<file path="config.mk">
export PLATFORM = sky130hd
export DESIGN_NAME = tsio_port
export DESIGN_NICKNAME = d
export VERILOG_FILES = /design/src/common/tsio_pkg.sv /design/src/common/tsio_stream_if.sv /design/src/verilog/tsio_fifo.sv /design/src/verilog/tsio_clkgen.sv /design/src/verilog/tsio_port.sv
export SDC_FILE = /design/constraint.sdc
export NUM_CORES = 1
export LEC_CHECK = 0
export ABC_CLOCK_PERIOD_IN_PS = 8290
export BUFFER_PORTS_ARGS = -buffer_cell sky130_fd_sc_hd__buf_4
export CAP_MARGIN = 20
export CORE_MARGIN = 2
export CORE_UTILIZATION = 32
export CTS_BUF_LIST = sky130_fd_sc_hd__clkbuf_4 sky130_fd_sc_hd__clkbuf_8
export DETAILED_ROUTE_END_ITERATION = 10
export GPL_ROUTABILITY_DRIVEN = 0
export SLEW_MARGIN = 10
export SYNTH_ARGS = -nofsm -noshare
export SYNTH_HDL_FRONTEND = slang
export SYNTH_SLANG_ARGS = --single-unit
</file>
<file path="constraint.sdc">
create_clock -name sys_clk -period 8.29 [get_ports sys_clk]
set_input_delay 0.829 -clock sys_clk [delete_from_list [all_inputs] [get_ports sys_clk]]
set_output_delay 0.829 -clock sys_clk [all_outputs]
set_load 0.01 [all_outputs]
</file>
<file path="src/common/tsio_pkg.sv">
// ======================================================================
// shared constants for the timed serializing io port
package tsio_pkg;

    // ==================================================================
    // data path
    localparam int TSIO_WORD_W = 32;
    localparam int TSIO_CNT_W = 16;
    localparam int TSIO_FIFO_DEPTH = 8;
    localparam int TSIO_SLICE_W = 6;
    localparam int TSIO_PIN_W_DEF = 4;

    // ==================================================================
    // clock blocks
    localparam int TSIO_NUM_CLKBLK = 6;
    localparam int TSIO_CLKSEL_W = 3;
    localparam int TSIO_DIV_W = 8;
    localparam logic [TSIO_CLKSEL_W-1:0] TSIO_CLKSEL_RST = 3'h0;
    localparam logic [TSIO_CLKSEL_W-1:0] TSIO_CLKSEL_LAST = 3'h5;

    // ==================================================================
    // counter reset value and step
    localparam logic [TSIO_CNT_W-1:0] TSIO_CNT_RST = 16'h0000;
    localparam logic [TSIO_CNT_W-1:0] TSIO_CNT_STEP = 16'h0001;

    // ==================================================================
    // input condition modes
    typedef enum logic [1:0] {
        TSIO_COND_NONE = 2'h0,
        TSIO_COND_EQ = 2'h1,
        TSIO_COND_NEQ = 2'h2
    } tsio_cond_e;

    // ==================================================================
    // sequencer states
    typedef enum logic [1:0] {
        TSIO_ST_IDLE = 2'b01,
        TSIO_ST_BUSY = 2'b10
    } tsio_state_e;

endpackage

</file>
<file path="src/common/tsio_stream_if.sv">
`timescale 1ns/1ps
// ======================================================================
// word stream into and out of the transfer fifo
interface tsio_stream_if #(parameter int WIDTH = 32);
    logic wrValid;
    logic wrReady;
    logic [WIDTH-1:0] wrData;
    logic rdValid;
    logic rdReady;
    logic [WIDTH-1:0] rdData;

    modport fifo (input wrValid, input wrData, output wrReady,
                  output rdValid, output rdData, input rdReady);
    modport user (output wrValid, output wrData, input wrReady,
                  input rdValid, input rdData, output rdReady);
endinterface

</file>
<file path="src/verilog/tsio_fifo.sv">
`timescale 1ns/1ps
// ======================================================================
// transfer fifo with honest full and empty
module tsio_fifo #(
    parameter int WIDTH = 32,
    parameter int DEPTH = 8
) (
    input wire logic sys_clk,
    input wire logic sys_rst,
    tsio_stream_if.fifo s
);
    localparam int AW = $clog2(DEPTH);

    logic [WIDTH-1:0] mem [DEPTH];
    logic [AW:0] wrPtr_reg;
    logic [AW:0] rdPtr_reg;

    wire full = (wrPtr_reg[AW] != rdPtr_reg[AW]) &&
                (wrPtr_reg[AW-1:0] == rdPtr_reg[AW-1:0]);
    wire empty = (wrPtr_reg == rdPtr_reg);
    wire doWrite = s.wrValid && !full;
    wire doRead = s.rdReady && !empty;

    assign s.wrReady = !full;
    assign s.rdValid = !empty;
    assign s.rdData = mem[rdPtr_reg[AW-1:0]];

    always_ff @(posedge sys_clk) begin
        if (doWrite) begin
            mem[wrPtr_reg[AW-1:0]] <= s.wrData;
        end
    end

    always_ff @(posedge sys_clk or posedge sys_rst) begin
        if (sys_rst) begin
            wrPtr_reg <= '0;
            rdPtr_reg <= '0;
        end else begin
            if (doWrite) wrPtr_reg <= wrPtr_reg + 1'b1;
            if (doRead) rdPtr_reg <= rdPtr_reg + 1'b1;
        end
    end
endmodule // tsio_fifo

</file>
<file path="src/verilog/tsio_clkgen.sv">
`timescale 1ns/1ps
// ======================================================================
// six clock blocks, each a one-cycle tick enable
module tsio_clkgen import tsio_pkg::*; #(
    parameter int NUM_BLK = TSIO_NUM_CLKBLK,
    parameter int DIV_W = TSIO_DIV_W
) (
    input wire logic sys_clk,
    input wire logic sys_rst,
    input wire logic extClkPin,
    input wire logic [NUM_BLK-1:0] srcIsPin,
    input wire logic [NUM_BLK*DIV_W-1:0] divVal,
    output logic [NUM_BLK-1:0] blkTick
);
    logic extPrev_reg;
    wire extRise = extClkPin && !extPrev_reg;

    always_ff @(posedge sys_clk or posedge sys_rst) begin
        if (sys_rst) extPrev_reg <= 1'b0;
        else extPrev_reg <= extClkPin;
    end

    genvar g;
    generate
        for (g = 0; g < NUM_BLK; g++) begin : gBlk
            if (g == 0) begin : gRef
                // reference block ticks on every system cycle
                assign blkTick[g] = 1'b1;
            end else begin : gProg
                logic [DIV_W-1:0] divCnt_reg;
                // external 1-bit pin source or reference source
                wire srcEvt = srcIsPin[g] ? extRise : 1'b1;
                wire divHit = srcEvt &&
                    (divCnt_reg == divVal[g*DIV_W +: DIV_W]);
                assign blkTick[g] = divHit;
                always_ff @(posedge sys_clk or posedge sys_rst) begin
                    if (sys_rst) divCnt_reg <= '0;
                    else if (divHit) divCnt_reg <= '0;
                    else if (srcEvt) divCnt_reg <= divCnt_reg + 1'b1;
                end
            end
        end
    endgenerate
endmodule // tsio_clkgen

</file>
<file path="src/verilog/tsio_port.sv">
`timescale 1ns/1ps
// ======================================================================
module tsio_port import tsio_pkg::*; #(
    parameter int PIN_W = TSIO_PIN_W_DEF,
    parameter int DEPTH = TSIO_FIFO_DEPTH
) (
    input wire logic sys_clk,
    input wire logic sys_rst,
    input wire logic cfgLoad,
    input wire logic cfgPortEn,
    input wire logic cfgDirOut,
    input wire logic cfgOpenDrain,
    input wire logic [TSIO_CLKSEL_W-1:0] cfgClkSel,
    input wire logic cfgStrobeEn,
    input wire logic [1:0] cfgCondMode,
    input wire logic [PIN_W-1:0] cfgCondValue,
    input wire logic [TSIO_NUM_CLKBLK-1:0] clkSrcIsPin,
    input wire logic [TSIO_NUM_CLKBLK*TSIO_DIV_W-1:0] clkDivVal,
    input wire logic extClkPin,
    input wire logic linkEnable,
    input wire logic [PIN_W-1:0] narrowClaim,
    input wire logic coreWrValid,
    input wire logic [TSIO_WORD_W-1:0] coreWrData,
    output logic coreWrReady,
    output logic coreRdValid,
    output logic [TSIO_WORD_W-1:0] coreRdData,
    input wire logic coreRdReady,
    input wire logic coreTimeValid,
    input wire logic [TSIO_CNT_W-1:0] coreTimeCount,
    output logic timeArmed,
    output logic [TSIO_CNT_W-1:0] portCount,
    output logic [TSIO_CNT_W-1:0] timestamp,
    input wire logic [PIN_W-1:0] pinIn,
    output logic [PIN_W-1:0] pinOut,
    output logic [PIN_W-1:0] pinOe,
    input wire logic readyIn,
    output logic outputSideStrobe
);
    // ==================================================================
    // derived sizes
    localparam int SLICES = TSIO_WORD_W / PIN_W;
    localparam logic [TSIO_SLICE_W-1:0] LAST_SLICE =
        TSIO_SLICE_W'(SLICES - 1);
    localparam logic [TSIO_SLICE_W-1:0] FIRST_NEXT = 6'h01;
    // only 1, 4, 8, 16 and 32 pins are enabled; others, 2 included, stay dark
    localparam bit WIDTH_OK = (PIN_W == 1) || (PIN_W == 4) ||
        (PIN_W == 8) || (PIN_W == 16) || (PIN_W == 32);

    // ==================================================================
    // configuration registers
    logic portEn_reg;
    logic dirOut_reg;
    logic openDrain_reg;
    logic [TSIO_CLKSEL_W-1:0] clkSel_reg;
    logic strobeEn_reg;
    tsio_cond_e condMode_reg;
    logic [PIN_W-1:0] condValue_reg;

    always_ff @(posedge sys_clk or posedge sys_rst) begin
        if (sys_rst) begin
            portEn_reg <= 1'b0;
            dirOut_reg <= 1'b0;
            openDrain_reg <= 1'b0;
            clkSel_reg <= TSIO_CLKSEL_RST;
            strobeEn_reg <= 1'b0;
            condMode_reg <= TSIO_COND_NONE;
            condValue_reg <= '0;
        end else if (cfgLoad) begin
            portEn_reg <= cfgPortEn;
            dirOut_reg <= cfgDirOut;
            openDrain_reg <= cfgOpenDrain;
            clkSel_reg <= cfgClkSel;
            strobeEn_reg <= cfgStrobeEn;
            condMode_reg <= tsio_cond_e'(cfgCondMode);
            condValue_reg <= cfgCondValue;
        end
    end

    // ==================================================================
    // clock blocks and port tick
    logic [TSIO_NUM_CLKBLK-1:0] blkTick;

    tsio_clkgen #(
        .NUM_BLK(TSIO_NUM_CLKBLK),
        .DIV_W(TSIO_DIV_W)
    ) uClk (
        .sys_clk(sys_clk),
        .sys_rst(sys_rst),
        .extClkPin(extClkPin),
        .srcIsPin(clkSrcIsPin),
        .divVal(clkDivVal),
        .blkTick(blkTick)
    );

    // unused selector codes read a zero tick, never past the vector
    wire [2**TSIO_CLKSEL_W-1:0] tickAll =
        (2**TSIO_CLKSEL_W)'(blkTick);
    wire selValid = (clkSel_reg <= TSIO_CLKSEL_LAST);
    wire portTick = selValid && tickAll[clkSel_reg];

    // ==================================================================
    // port counter
    logic [TSIO_CNT_W-1:0] portCnt_reg;

    always_ff @(posedge sys_clk or posedge sys_rst) begin
        if (sys_rst) portCnt_reg <= TSIO_CNT_RST;
        else if (portTick) begin
            portCnt_reg <= portCnt_reg + TSIO_CNT_STEP;
        end
    end

    assign portCount = portCnt_reg;

    // ==================================================================
    // transfer fifo
    tsio_stream_if #(.WIDTH(TSIO_WORD_W)) fs ();

    tsio_fifo #(
        .WIDTH(TSIO_WORD_W),
        .DEPTH(DEPTH)
    ) uFifo (
        .sys_clk(sys_clk),
        .sys_rst(sys_rst),
        .s(fs.fifo)
    );

    // ==================================================================
    // pin view and gating
    wire portLive = portEn_reg && !linkEnable && WIDTH_OK;
    wire [PIN_W-1:0] pinView = pinIn & ~narrowClaim;
    wire driveOn = portLive && dirOut_reg;
    wire sampleOn = portLive && !dirOut_reg;

    // ==================================================================
    // timed transfer request
    logic timeArmed_reg;
    logic [TSIO_CNT_W-1:0] timeCount_reg;
    wire timeOk = !timeArmed_reg || (portCnt_reg == timeCount_reg);

    // ==================================================================
    // input condition and strobe
    logic condMatch;
    always_comb begin
        case (condMode_reg)
            TSIO_COND_NONE: condMatch = 1'b1;
            TSIO_COND_EQ: condMatch = (pinView == condValue_reg);
            TSIO_COND_NEQ: condMatch = (pinView != condValue_reg);
            default: condMatch = 1'b1;
        endcase
    end

    wire strobeOk = !strobeEn_reg || readyIn;

    // ==================================================================
    // sequencer
    tsio_state_e state_reg;
    tsio_state_e state_next;
    logic [TSIO_WORD_W-1:0] shift_reg;
    logic [TSIO_SLICE_W-1:0] slice_reg;
    logic [PIN_W-1:0] pinVal_reg;
    logic [TSIO_CNT_W-1:0] stamp_reg;
    logic strobe_reg;
    logic inPush_reg;

    wire isIdle = (state_reg == TSIO_ST_IDLE);
    wire isBusy = (state_reg == TSIO_ST_BUSY);
    wire lastSlice = (slice_reg == LAST_SLICE);
    wire outStart = portTick && driveOn && isIdle && fs.rdValid && timeOk;
    wire inStart = portTick && sampleOn && isIdle && fs.wrReady &&
                   timeOk && condMatch && strobeOk;
    wire outStep = portTick && driveOn && isBusy;
    wire inStep = portTick && sampleOn && isBusy && strobeOk;
    wire wordStart = outStart || inStart;
    wire stepAny = outStep || inStep;
    wire singleSlice = (SLICES == 1);
    // new slice enters at the top; holds for every width up to the word
    wire [TSIO_WORD_W+PIN_W-1:0] inWide = {pinView, shift_reg};
    wire [TSIO_WORD_W-1:0] inShifted =
        inWide[TSIO_WORD_W+PIN_W-1:PIN_W];

    always_comb begin
        state_next = state_reg;
        case (state_reg)
            TSIO_ST_IDLE: begin
                if (wordStart && !singleSlice) state_next = TSIO_ST_BUSY;
            end
            TSIO_ST_BUSY: begin
                if (!portLive) state_next = TSIO_ST_IDLE;
                else if (stepAny && lastSlice) state_next = TSIO_ST_IDLE;
            end
            default: state_next = TSIO_ST_IDLE;
        endcase
    end

    always_ff @(posedge sys_clk or posedge sys_rst) begin
        if (sys_rst) state_reg <= TSIO_ST_IDLE;
        else state_reg <= state_next;
    end

    // shift register: slices leave or enter low end first
    always_ff @(posedge sys_clk or posedge sys_rst) begin
        if (sys_rst) begin
            shift_reg <= '0;
            slice_reg <= '0;
        end else if (outStart) begin
            shift_reg <= fs.rdData >> PIN_W;
            slice_reg <= FIRST_NEXT;
        end else if (inStart || inStep) begin
            shift_reg <= inShifted;
            slice_reg <= inStart ? FIRST_NEXT : slice_reg + 1'b1;
        end else if (outStep) begin
            shift_reg <= shift_reg >> PIN_W;
            slice_reg <= slice_reg + 1'b1;
        end
    end

    // pin value register
    always_ff @(posedge sys_clk or posedge sys_rst) begin
        if (sys_rst) pinVal_reg <= '0;
        else if (outStart) pinVal_reg <= fs.rdData[PIN_W-1:0];
        else if (outStep) pinVal_reg <= shift_reg[PIN_W-1:0];
    end

    // timestamp taken at each word transfer on the pins
    always_ff @(posedge sys_clk or posedge sys_rst) begin
        if (sys_rst) stamp_reg <= TSIO_CNT_RST;
        else if (wordStart) stamp_reg <= portCnt_reg;
    end

    // output strobe stands for the tick period of each driven slice
    always_ff @(posedge sys_clk or posedge sys_rst) begin
        if (sys_rst) strobe_reg <= 1'b0;
        else if (!driveOn) strobe_reg <= 1'b0;
        else if (portTick) strobe_reg <= outStart || outStep;
    end

    // completed input word goes to the fifo one cycle later
    wire inDone = (inStart && singleSlice) || (inStep && lastSlice);
    logic [TSIO_WORD_W-1:0] inWord_reg;

    always_ff @(posedge sys_clk or posedge sys_rst) begin
        if (sys_rst) begin
            inPush_reg <= 1'b0;
            inWord_reg <= '0;
        end else begin
            inPush_reg <= inDone;
            if (inDone) inWord_reg <= inShifted;
        end
    end

    // timed request: a new arm wins over the clear by a start
    always_ff @(posedge sys_clk or posedge sys_rst) begin
        if (sys_rst) begin
            timeArmed_reg <= 1'b0;
            timeCount_reg <= TSIO_CNT_RST;
        end else if (coreTimeValid) begin
            timeArmed_reg <= 1'b1;
            timeCount_reg <= coreTimeCount;
        end else if (wordStart) begin
            timeArmed_reg <= 1'b0;
        end
    end

    assign timeArmed = timeArmed_reg;
    assign timestamp = stamp_reg;

    // ==================================================================
    // fifo steering by direction
    assign fs.wrValid = dirOut_reg ? coreWrValid : inPush_reg;
    assign fs.wrData = dirOut_reg ? coreWrData : inWord_reg;
    assign fs.rdReady = dirOut_reg ? outStart : coreRdReady;

    // single-cycle core handshakes
    assign coreWrReady = dirOut_reg && fs.wrReady;
    assign coreRdValid = !dirOut_reg && fs.rdValid;
    assign coreRdData = fs.rdData;

    // ==================================================================
    // pin drivers
    logic [PIN_W-1:0] pinOut_reg;
    logic [PIN_W-1:0] pinOe_reg;
    logic [PIN_W-1:0] oeNext;
    wire [PIN_W-1:0] outNext = openDrain_reg ? '0 : pinVal_reg;

    genvar b;
    generate
        for (b = 0; b < PIN_W; b++) begin : gPin
            // claimed pins released, the rest stay with this port
            assign oeNext[b] = driveOn && !narrowClaim[b] &&
                (!openDrain_reg || !pinVal_reg[b]);
        end
    endgenerate

    always_ff @(posedge sys_clk or posedge sys_rst) begin
        if (sys_rst) begin
            pinOut_reg <= '0;
            pinOe_reg <= '0;
        end else begin
            pinOut_reg <= outNext;
            pinOe_reg <= oeNext;
        end
    end

    assign pinOut = pinOut_reg;
    assign pinOe = pinOe_reg;
    assign outputSideStrobe = strobe_reg;

endmodule // tsio_port

</file>
## Word level (Yosys, flattened, before mapping)

Memories as Yosys holds them, arrays and structs flattened.
Index checks and enable logic that the tools add are counted.

- Bits in writable memories: 256
- Bits of input ports: 132
- Memories kept: 1
- Register bits after elaboration: 197

Memory list:

| name | depth | width | rd ports | clocked after Yosys merged registers in | wr ports | RTL line | text |
|---|---|---|---|---|---|---|---|
| uFifo.mem | 8 | 32 | 1 | 0 | 1 | tsio_fifo.sv:14 | `logic [WIDTH-1:0] mem [DEPTH];` |

- Add/sub/neg operators: 9
- Equal/unequal tests: 19
- Reductions and logical operators: 73
- Order comparisons: 2
- Muxes and demuxes: 41
- Bitwise logic cells: 2

Operators with widths:

| kind | number |
|---|---|
| 32-bit two-way mux | 4 |
| 8-bit two-way mux | 10 |
| 8-bit by 1-bit adder with 8-bit output (second input constant) | 5 |
| 8-bit == test | 5 |
| 1-bit logical AND | 38 |
| 6-bit two-way mux | 4 |
| 16-bit by 1-bit adder with 16-bit output (second input constant) | 1 |
| 16-bit == test | 1 |
| 1-bit zero test | 16 |
| 1-bit two-way mux | 14 |
| 2-bit nonzero test | 7 |
| 4-bit two-way mux | 3 |
| 1-bit logical OR | 10 |
| 4-bit by 1-bit adder with 4-bit output (second input constant) | 2 |
| 4-bit == test | 2 |
| 6-bit by 1-bit adder with 6-bit output (second input constant) | 1 |
| 6-bit by 3-bit == test with 1-bit output (second input constant) | 1 |
| 2-bit two-way mux | 3 |
| 4-bit bitwise AND | 1 |
| 2-bit by 1-bit == test with 1-bit output (second input constant) | 2 |
| 2-bit == test (second input constant) | 2 |
| 3-bit by 4-bit < comparator with 1-bit output (second input constant) | 1 |
| 4-bit != test | 1 |
| 4-bit inverter | 1 |
| 11 further kinds | 11 |

## Depth between registers and ports, before layout

Gate-level depths: netlist of the first run.

- Depth after elaboration: 16
- Gate-level depth with buffers: 11
- Depth with buffers taken out: 7

## Cells and area by module

From an unflattened synthesis of the first run, not the netlist that was laid out.

- Cells, all modules: 1265
- Area, all modules: 19806.5 µm²

By module, submodules not included:

| module | sequential area each (µm²) | area each (µm²) | cells an instance | times used |
|---|---|---|---|---|
| tsio_fifo | 7887.6 | 10328.7 | 433 | 1 |
| tsio_port | 3704.8 | 6782.8 | 534 | 1 |
| tsio_clkgen | 1026.0 | 2695.1 | 298 | 1 |

## Least setup slack after synthesis of the first run

Ideal clock, no wire load.

- Kind: input port to flip-flop
- Start: in coreWrValid
- End: mem uFifo.mem[2][0], enable pin
- Arrival: 3561 ps
- Setup slack: 4268 ps
- Stages on the path: 4
- Path buffers: 0
- Cell sequence: mux2i_1 > a21oi_1 > nand2_1 > nor3_1

- Cells in the longest elaborated chain, start to end: 4

Ends and longest elaborated chain:

| item | RTL line | text |
|---|---|---|
| start: declaration | tsio_port.sv:22 | `input wire logic coreWrValid,` |
| 1-bit two-way mux | tsio_port.sv:269 | `assign fs.wrValid = dirOut_reg ? coreWrValid : inPush_reg;` |
| 1-bit logical AND | tsio_fifo.sv:21 | `wire doWrite = s.wrValid && !full;` |
| 1-bit two-way mux | tsio_fifo.sv:29 | `if (doWrite) begin` |
| 1-bit two-way mux (not written as such) | tsio_fifo.sv:30 | `mem[wrPtr_reg[AW-1:0]] <= s.wrData;` |
| end: declaration | tsio_fifo.sv:14 |  |

Every way passes these cells.

## Final worst setup path of the first run

- Start: reg uFifo.rdPtr_reg[0]
- End: out coreRdData[3]

- Cells in the longest elaborated chain, start to end: 1

Ends and longest elaborated chain:

| item | RTL line | text |
|---|---|---|
| start: declaration | tsio_fifo.sv:16 | `logic [AW:0] rdPtr_reg;` |
| start signal: assignment | tsio_fifo.sv:40 | `if (doRead) rdPtr_reg <= rdPtr_reg + 1'b1;` |
| memory 8 x 32 bit | n/a |  |
| end: declaration | tsio_port.sv:26 | `output logic [TSIO_WORD_W-1:0] coreRdData,` |

Every way passes these cells.

==> flow_summary.json, run 1 <==
{
  "synth_fa_ha_area_frac": 0.00706,
  "slew_viol_final": 0,
  "r2r-start": "uClk.extPrev_reg$_DFF_PP0_",
  "antenna_found_initial": 6,
  "worstMarginPinSlew_ps": 1070,
  "path_delay_family": "buffers and inverters",
  "critPathMaxFanout": 33,
  "clock_path_buffers": 3,
  "netlist_instances": 1208,
  "clkLatencyLatePin_ps": 670,
  "reg2regPathDepth": 7,
  "dieArea_um2": 63000,
  "io_pins": 208,
  "cts-resized-gates": 0,
  "p_total_mw": 6.66,
  "grt_max_degree": 124,
  "syn_area_um2": 19500,
  "placed_area_um2": 21900,
  "die_y_um": 251,
  "h-tree-depth": 3,
  "rows": 90,
  "synth_edf_count": 256,
  "fmax_ghz": 0.248,
  "layout-drive-gt1-share": 0.416,
  "required_ps": 7460,
  "crit_path_cell_trace": "buf_4 > buf_16 > mux4_2 > mux2_2 > buf_4",
  "post-cts-setup-buffer-count": 0,
  "relSlewSlack": 0.288,
  "design_area_um2": 23500,
  "synth_flop_cell": "edfxtp_1",
  "period_share": 0.487,
  "yosysTopAreaCell": "edfxtp_1",
  "cts_buffers": 75,
  "status": "complete, no violations",
  "setup_viol": 0,
  "drv_cap": 0,
  "p_leak_nw": 9.38,
  "grt.overflow.total": 0,
  "cp_num_cells": 5,
  "cp.buffers_inverters": 3,
  "cts_tree": "yes",
  "synth_seq_cells": 453,
  "max_stage_delay_ps": 690,
  "finalHoldViolCount": 0,
  "fillerInstances": 5612,
  "place_inst": 2153,
  "vias": 11000,
  "fin_util": 0.390,
  "grt_pass1_vias": 11600,
  "clock-sinks": 453,
  "ys_seq_area_frac": 0.647,
  "synth_top_family_by_area": "multiplexers",
  "largest_reg_flops": 256,
  "crit_path_start": "uFifo.rdPtr_reg[0]$_DFFE_PP0P_",
  "synth.mux.area_fraction": 0.191,
  "nets": 1593,
  "cts-root-buf": "clkbuf_8",
  "syn_nets": 1351,
  "power_density_nw_per_um2": 283,
  "coreArea_um2": 60400,
  "cp-start-kind": "flip-flop",
  "ys_types": 62,
  "synth_compound_area_frac": 0.0275,
  "holdCritPathClass": "primary input to flip-flop",
  "vdd_drop_max_v": 0.000125,
  "worst_clock_skew_ps": 32.9,
  "via_per_inst": 4.79,
  "drt_pass1_iterations": 5,
  "drt_wl_total_um": 47900,
  "rrSetupSlack_ps": 4430,
  "route.detailed.drc": 0,
  "slowest_stage": "dfrtp_4",
  "grt.total_usage": 0.152,
  "yosys.area_share.simple": 0.0604,
  "wl_per_cell_um": 20.9,
  "synth_area_leaders": "edfxtp_1, dfrtp_1, mux2_2, mux4_2, xnor2_1",
  "hpwlAfterDp_um": 30700,
  "rsz0062_at_grt": "no",
  "cpMostUsedCell": "buf_4",
  "fin_cells": 2295,
  "io_buffers": 198,
  "arrival_ps": 3210,
  "ys_async_sr_fraction": 0.435,
  "min_period_ps": 4040,
  "endpoint_kind": "primary output",
  "yosysTopAreaCellShare": 0.394,
  "timing.rr.end": "shift_reg[13]$_DFFE_PP0P_",
  "drtIter0Drc": 560,
  "area_delta_synth_final_pct": 20.6,
  "avgSynthCellArea_um2": 16.1,
  "ys_warn_count": 0,
  "grt_pass1_wl_um": 71400,
  "ant_nets": 0,
  "holdBufCountCts": 0,
  "initial_utilization": 0.323,
  "synth-xor-area-share": 0.0521,
  "tns_ps": 0,
  "clk_pin_slew_ps": 60,
  "endpoint": "coreRdData[3]",
  "fp.dieW_um": 251,
  "crit_type": "flip-flop to primary output"
}
-- placed cells by master, fill, tap and decap left out, drive strengths merged, types with 15 or more instances in the layout --
cell type  instances
mux4              64
nand4             27
dfrtp            196
clkinv            21
nor3              15
buf              217
and3              19
mux2             190
nand2             62
o21ai             26
edfxtp           256
nor2              51
clkbuf           109
xor2              37
xnor2             79
-- area by class of cell --
type / instances / area, um2 / area share
Tap cell: 782 / 978 / 0.0416
Antenna cell: 1 / 2.50 / 0.000106
Sequential cell: 453 / 12600 / 0.536
Clock inverter: 30 / 250 / 0.0106
Timing Repair Buffer: 217 / 1660 / 0.0706
Clock buffer: 109 / 1360 / 0.0576
Multi-Input combinational cell: 694 / 6620 / 0.281
Inverter: 9 / 41.3 / 0.00175
-- worst register-to-register path: cells and delay by family (launching register included) --
kind	cells	cell delay, ps
and+or+nand+nor	3	1310
DFF	1	350
AOI/OAI and AO/OA	3	1630
muxes	1	460
-- metrics by stage --
step                hold WS [ps]  worst slack (ps)
floorplan                    428              2090
global placement             469              3960
detailed placement           472              3950
CTS                          267              3900
global route                 291              4020
finish                       316              4250
-- where the power goes --
group	switching, mW	internal (mW)
clock network	0.909	1.16
logic	0.880	0.861
registers	0.222	2.63
total	2.01	4.65
-- kinds of logic (layout without fill, tap and decap cells) --
group | count (synthesis) | count (layout)
XOR/XNOR | 116 | 116
AO/OA/AOI/OAI | 78 | 78
adder cells (fa/ha/maj) | 11 | 11
AND/OR/NAND/NOR | 232 | 232
other | 0 | 1
multiplexers | 257 | 257
buffers and inverters | 61 | 365
flip-flops | 453 | 453
-- worst min path at each step --
stage                               startpoint                         end  cells past startpoint  slack (ps)
finish                               extClkPin  uClk.extPrev_reg$_DFF_PP0_                      1         320
global route                         extClkPin  uClk.extPrev_reg$_DFF_PP0_                      1         290
CTS                                  extClkPin  uClk.extPrev_reg$_DFF_PP0_                      1         270
detailed placement  inWord_reg[29]$_DFFE_PP0P_  inWord_reg[29]$_DFFE_PP0P_                      2         470
global placement    inWord_reg[29]$_DFFE_PP0P_  inWord_reg[29]$_DFFE_PP0P_                      2         470
floorplan            pinVal_reg[0]$_DFFE_PP0P_          pinOe[0]$_DFF_PP0_                      1         430
-- Yosys cell counts, types with 3 or more instances --
cell type and count:
or3_1 3, ha_1 11, and3_1 19, and2_1 7, nor2_1 51, nand4_1 27
nor3_1 14, buf_2 17, mux2_4 30, a211oi_1 5, o31ai_1 4, xor2_1 37
clkbuf_1 24, mux2_2 160, a31o_2 4, xnor2_1 79, a2bb2oi_1 3, edfxtp_1 256
mux4_2 64, nor2b_1 6, o21ai_0 26, buf_4 3, and4_1 4, nand2b_1 12
o22ai_1 4, dfrtp_1 196, buf_1 3, nand3_1 11, nand2_1 62, mux2i_1 3
a21oi_1 12, or2_2 3, buf_6 5, inv_1 9
-- metal layers --
| metal | vias up | global-route usage | share of wire |
|---|---|---|---|
| met5 | - | 0 | 0.00090 |
| met4 | 8 | 0.0512 | 0.018 |
| met3 | 62 | 0.0298 | 0.039 |
| met2 | 210 | 0.265 | 0.51 |
| met1 | 5642 | 0.188 | 0.43 |
| li1 | 5065 | - | - |
Note: power is estimated with default switching activity, not from simulation.
==> inputs of run 2 (changes only) <==
--- a/config.mk
+++ b/config.mk
@@ -5,7 +5,8 @@
 export SDC_FILE = /design/constraint.sdc
 export NUM_CORES = 1
 export LEC_CHECK = 0
-export ABC_CLOCK_PERIOD_IN_PS = 8290
+export ABC_AREA = 1
+export ABC_CLOCK_PERIOD_IN_PS = 4100
 export BUFFER_PORTS_ARGS = -buffer_cell sky130_fd_sc_hd__buf_4
 export CAP_MARGIN = 20
 export CORE_MARGIN = 2
==> constraint.sdc (replaced) <==
create_clock -name sys_clk -period 4.1 [get_ports sys_clk]
set_input_delay 0.41 -clock sys_clk [delete_from_list [all_inputs] [get_ports sys_clk]]
set_output_delay 0.41 -clock sys_clk [all_outputs]
set_load 0.01 [all_outputs]
==> run 2 against run 1 <==
  * The run now ends with negative hold slack left
  * Final area increased by 3.6%
  * Setup slack got worse by 3600 ps
  * Clock power increased by 110%
==> flow_summary.json, run 2 <==
{
  "status": "finished, violations left",
  "violations": "negative hold slack",
  "clk_pin_slew_ps": 60,
  "min_period_ps": 3410,
  "fin_util": 0.396,
  "design_area_um2": 24400,
  "layout_common_cells": "nand2_1, edfxtp_1, buf_4",
  "synth_edf_count": 256,
  "period_share": 0.832,
  "fmax_ghz": 0.293,
  "p_leak_nw": 10.6,
  "drtIter0Drc": 928,
  "io_pins": 208,
  "tns_ps": 0,
  "endpoint_kind": "primary output",
  "vdd_drop_max_v": 0.000344,
  "h-tree-depth": 3,
  "rsz0062_at_grt": "no",
  "syn_nets": 2176,
  "grt_pass1_wl_um": 85600,
  "clock_path_buffers": 3,
  "grt_max_degree": 144,
  "layout_commonest_cell": "nand2_1",
  "clkLatencyLatePin_ps": 670,
  "relSlewSlack": 0.380,
  "holdCritPathClass": "primary input to asynchronous set/reset pin",
  "worst_clock_skew_ps": 61.5,
  "dieArea_um2": 64200,
  "ys_types": 40,
  "required_ps": 3690,
  "avgSynthCellArea_um2": 9.79,
  "hold_slack_ps": -2.43,
  "critPathMaxFanout": 56,
  "rows": 91,
  "yosysTopAreaCellShare": 0.386,
  "ys_seq_area_frac": 0.634,
  "cts_buffers": 78,
  "layout-drive-gt1-share": 0.174,
  "ys_async_sr_fraction": 0.435,
  "ys_warn_count": 0,
  "yosysTopAreaCell": "edfxtp_1",
  "yosys-top-cells-count": "nand2_1, edfxtp_1, nor2_1, o21ai_0, dfrtp_1",
  "wl_per_cell_um": 17.4,
  "hpwlAfterDp_um": 35400,
  "area_delta_synth_final_pct": 22.5,
  "cp-start-kind": "flip-flop",
  "cts-root-buf": "clkbuf_8",
  "die_y_um": 253,
  "drv_cap": 0,
  "coreArea_um2": 61600,
  "worstMarginPinSlew_ps": 930,
  "synth_area_leaders": "edfxtp_1, dfrtp_1, nand2_1, o21ai_0, nor2_1",
  "power_density_nw_per_um2": 592,
  "netlist_instances": 2033,
  "syn_area_um2": 19900,
  "crit_type": "flip-flop to primary output",
  "setup_viol": 0,
  "grt.total_usage": 0.173,
  "ant_nets": 0,
  "drt_wl_total_um": 55300,
  "via_per_inst": 4.72,
  "io_buffers": 198,
  "arrival_ps": 3000,
  "synth_seq_cells": 453,
  "synth_most_common_cell": "nand2_1",
  "initial_utilization": 0.323,
  "grt.overflow.total": 0,
  "largest_reg_flops": 256,
  "cts_tree": "yes",
  "fp.dieW_um": 253,
  "vias": 15000,
  "nets": 2428,
  "drt_pass1_iterations": 5,
  "placed_area_um2": 22300,
  "slew_viol_final": 0,
  "p_total_mw": 14.4,
  "antenna_found_initial": 3,
  "grt_pass1_vias": 15200,
  "route.detailed.drc": 0,
  "finalHoldViolCount": 1,
  "clock-sinks": 453,
  "synth_flop_cell": "edfxtp_1"
}
## run 2: cell count changes after synthesis, sizes merged, moves of 15 or more
| cell | before | now |
|---|---|---|
| o21ai | 26 | 252 |
| nand4 | 27 | 12 |
| clkbuf | 24 | 63 |
| nor2 | 51 | 227 |
| mux2 | 190 | 3 |
| xnor2 | 79 | 25 |
| o22ai | 4 | 60 |
| nand2 | 62 | 548 |
| mux4 | 64 | 0 |
| a21oi | 12 | 32 |
| inv | 9 | 168 |
| nand3 | 11 | 62 |
## run 2: final timing paths
check | from | endpoint | slack, ps | cells after the start
min in group sys_clk | pinIn[3] | shift_reg[31]$_DFFE_PP0P_ | 50 | 3
worst max-delay path | uFifo.rdPtr_reg[0]$_DFFE_PP0P_ | coreRdData[12] | 690 | 7
worst min-delay path | sys_rst | uClk.gBlk[5].gProg.divCnt_reg[3]$_DFFE_PP0P_ | -2 | 3
worst max register to register | uClk.extPrev_reg$_DFF_PP0_ | inWord_reg[0]$_DFFE_PP0P_ | 990 | 15
max in group asynchronous | sys_rst | uFifo.rdPtr_reg[1]$_DFFE_PP0P_ | 3420 | 3
worst min register to register | inWord_reg[7]$_DFFE_PP0P_ | inWord_reg[7]$_DFFE_PP0P_ | 480 | 2
## run 2: worst max-delay path, cell delays in order (launching register included)
cell      delay, ps
dfrtp_4         500
clkinv_2        290
buf_4           560
o21ai_0         150
o22ai_1         150
inv_1            60
o21ai_1         410
buf_4           220
## run 2: logic make-up after synthesis
group	share of synthesized area
AOI/OAI and AO/OA	0.0938
xor gates and xnor gates	0.0282
adders and majority gates	0.00692
buffers and inverters	0.0512
DFF	0.634
muxes	0.00170
and+or+nand+nor	0.184
## run 2: cell type report
class | instances | area, um2
clock buffer | 115 | 1450
antenna | 3 | 7.51
sequential | 453 | 12600
tap | 837 | 1050
timing repair buffer | 258 | 2080
multi-input combinational | 1325 | 6320
inverter | 169 | 639
fill | 5997 | 37200
clock inverter | 25 | 213
## run 2: metrics by stage
stage               std cells  hold slack, ps  setup WS [ps]
CTS                      3182            5.44            646
global placement         3006             464            949
floorplan                2033             441           1140
detailed placement       3006             468            928
finish                   3185           -2.43            690
global route             3185            25.5            382
## run 2: where the power goes
group | internal (mW) | leakage, nW | total, mW | switching (mW)
Clock | 2.46 | 0.871 | 4.33 | 1.87
Sequential | 5.32 | 4.89 | 5.68 | 0.363
Combinational | 1.55 | 4.81 | 4.43 | 2.88
## run 2: what timing repair did
item | 4_1_cts | 5_1_grt
gates resized for setup | 0 | 0
buffers inserted | 0 | 0
hold buffers | 36 | 0
hold endpoints to repair | 36 | 0
## run 2: metal layers
layer / GRT usage / part of all wire / wire (um)
met4: 0.0844 / 0.037 / 2050
met3: 0.0344 / 0.055 / 3020
met5: 0 / 0 / 0
met1: 0.216 / 0.43 / 23600
met2: 0.287 / 0.48 / 26600
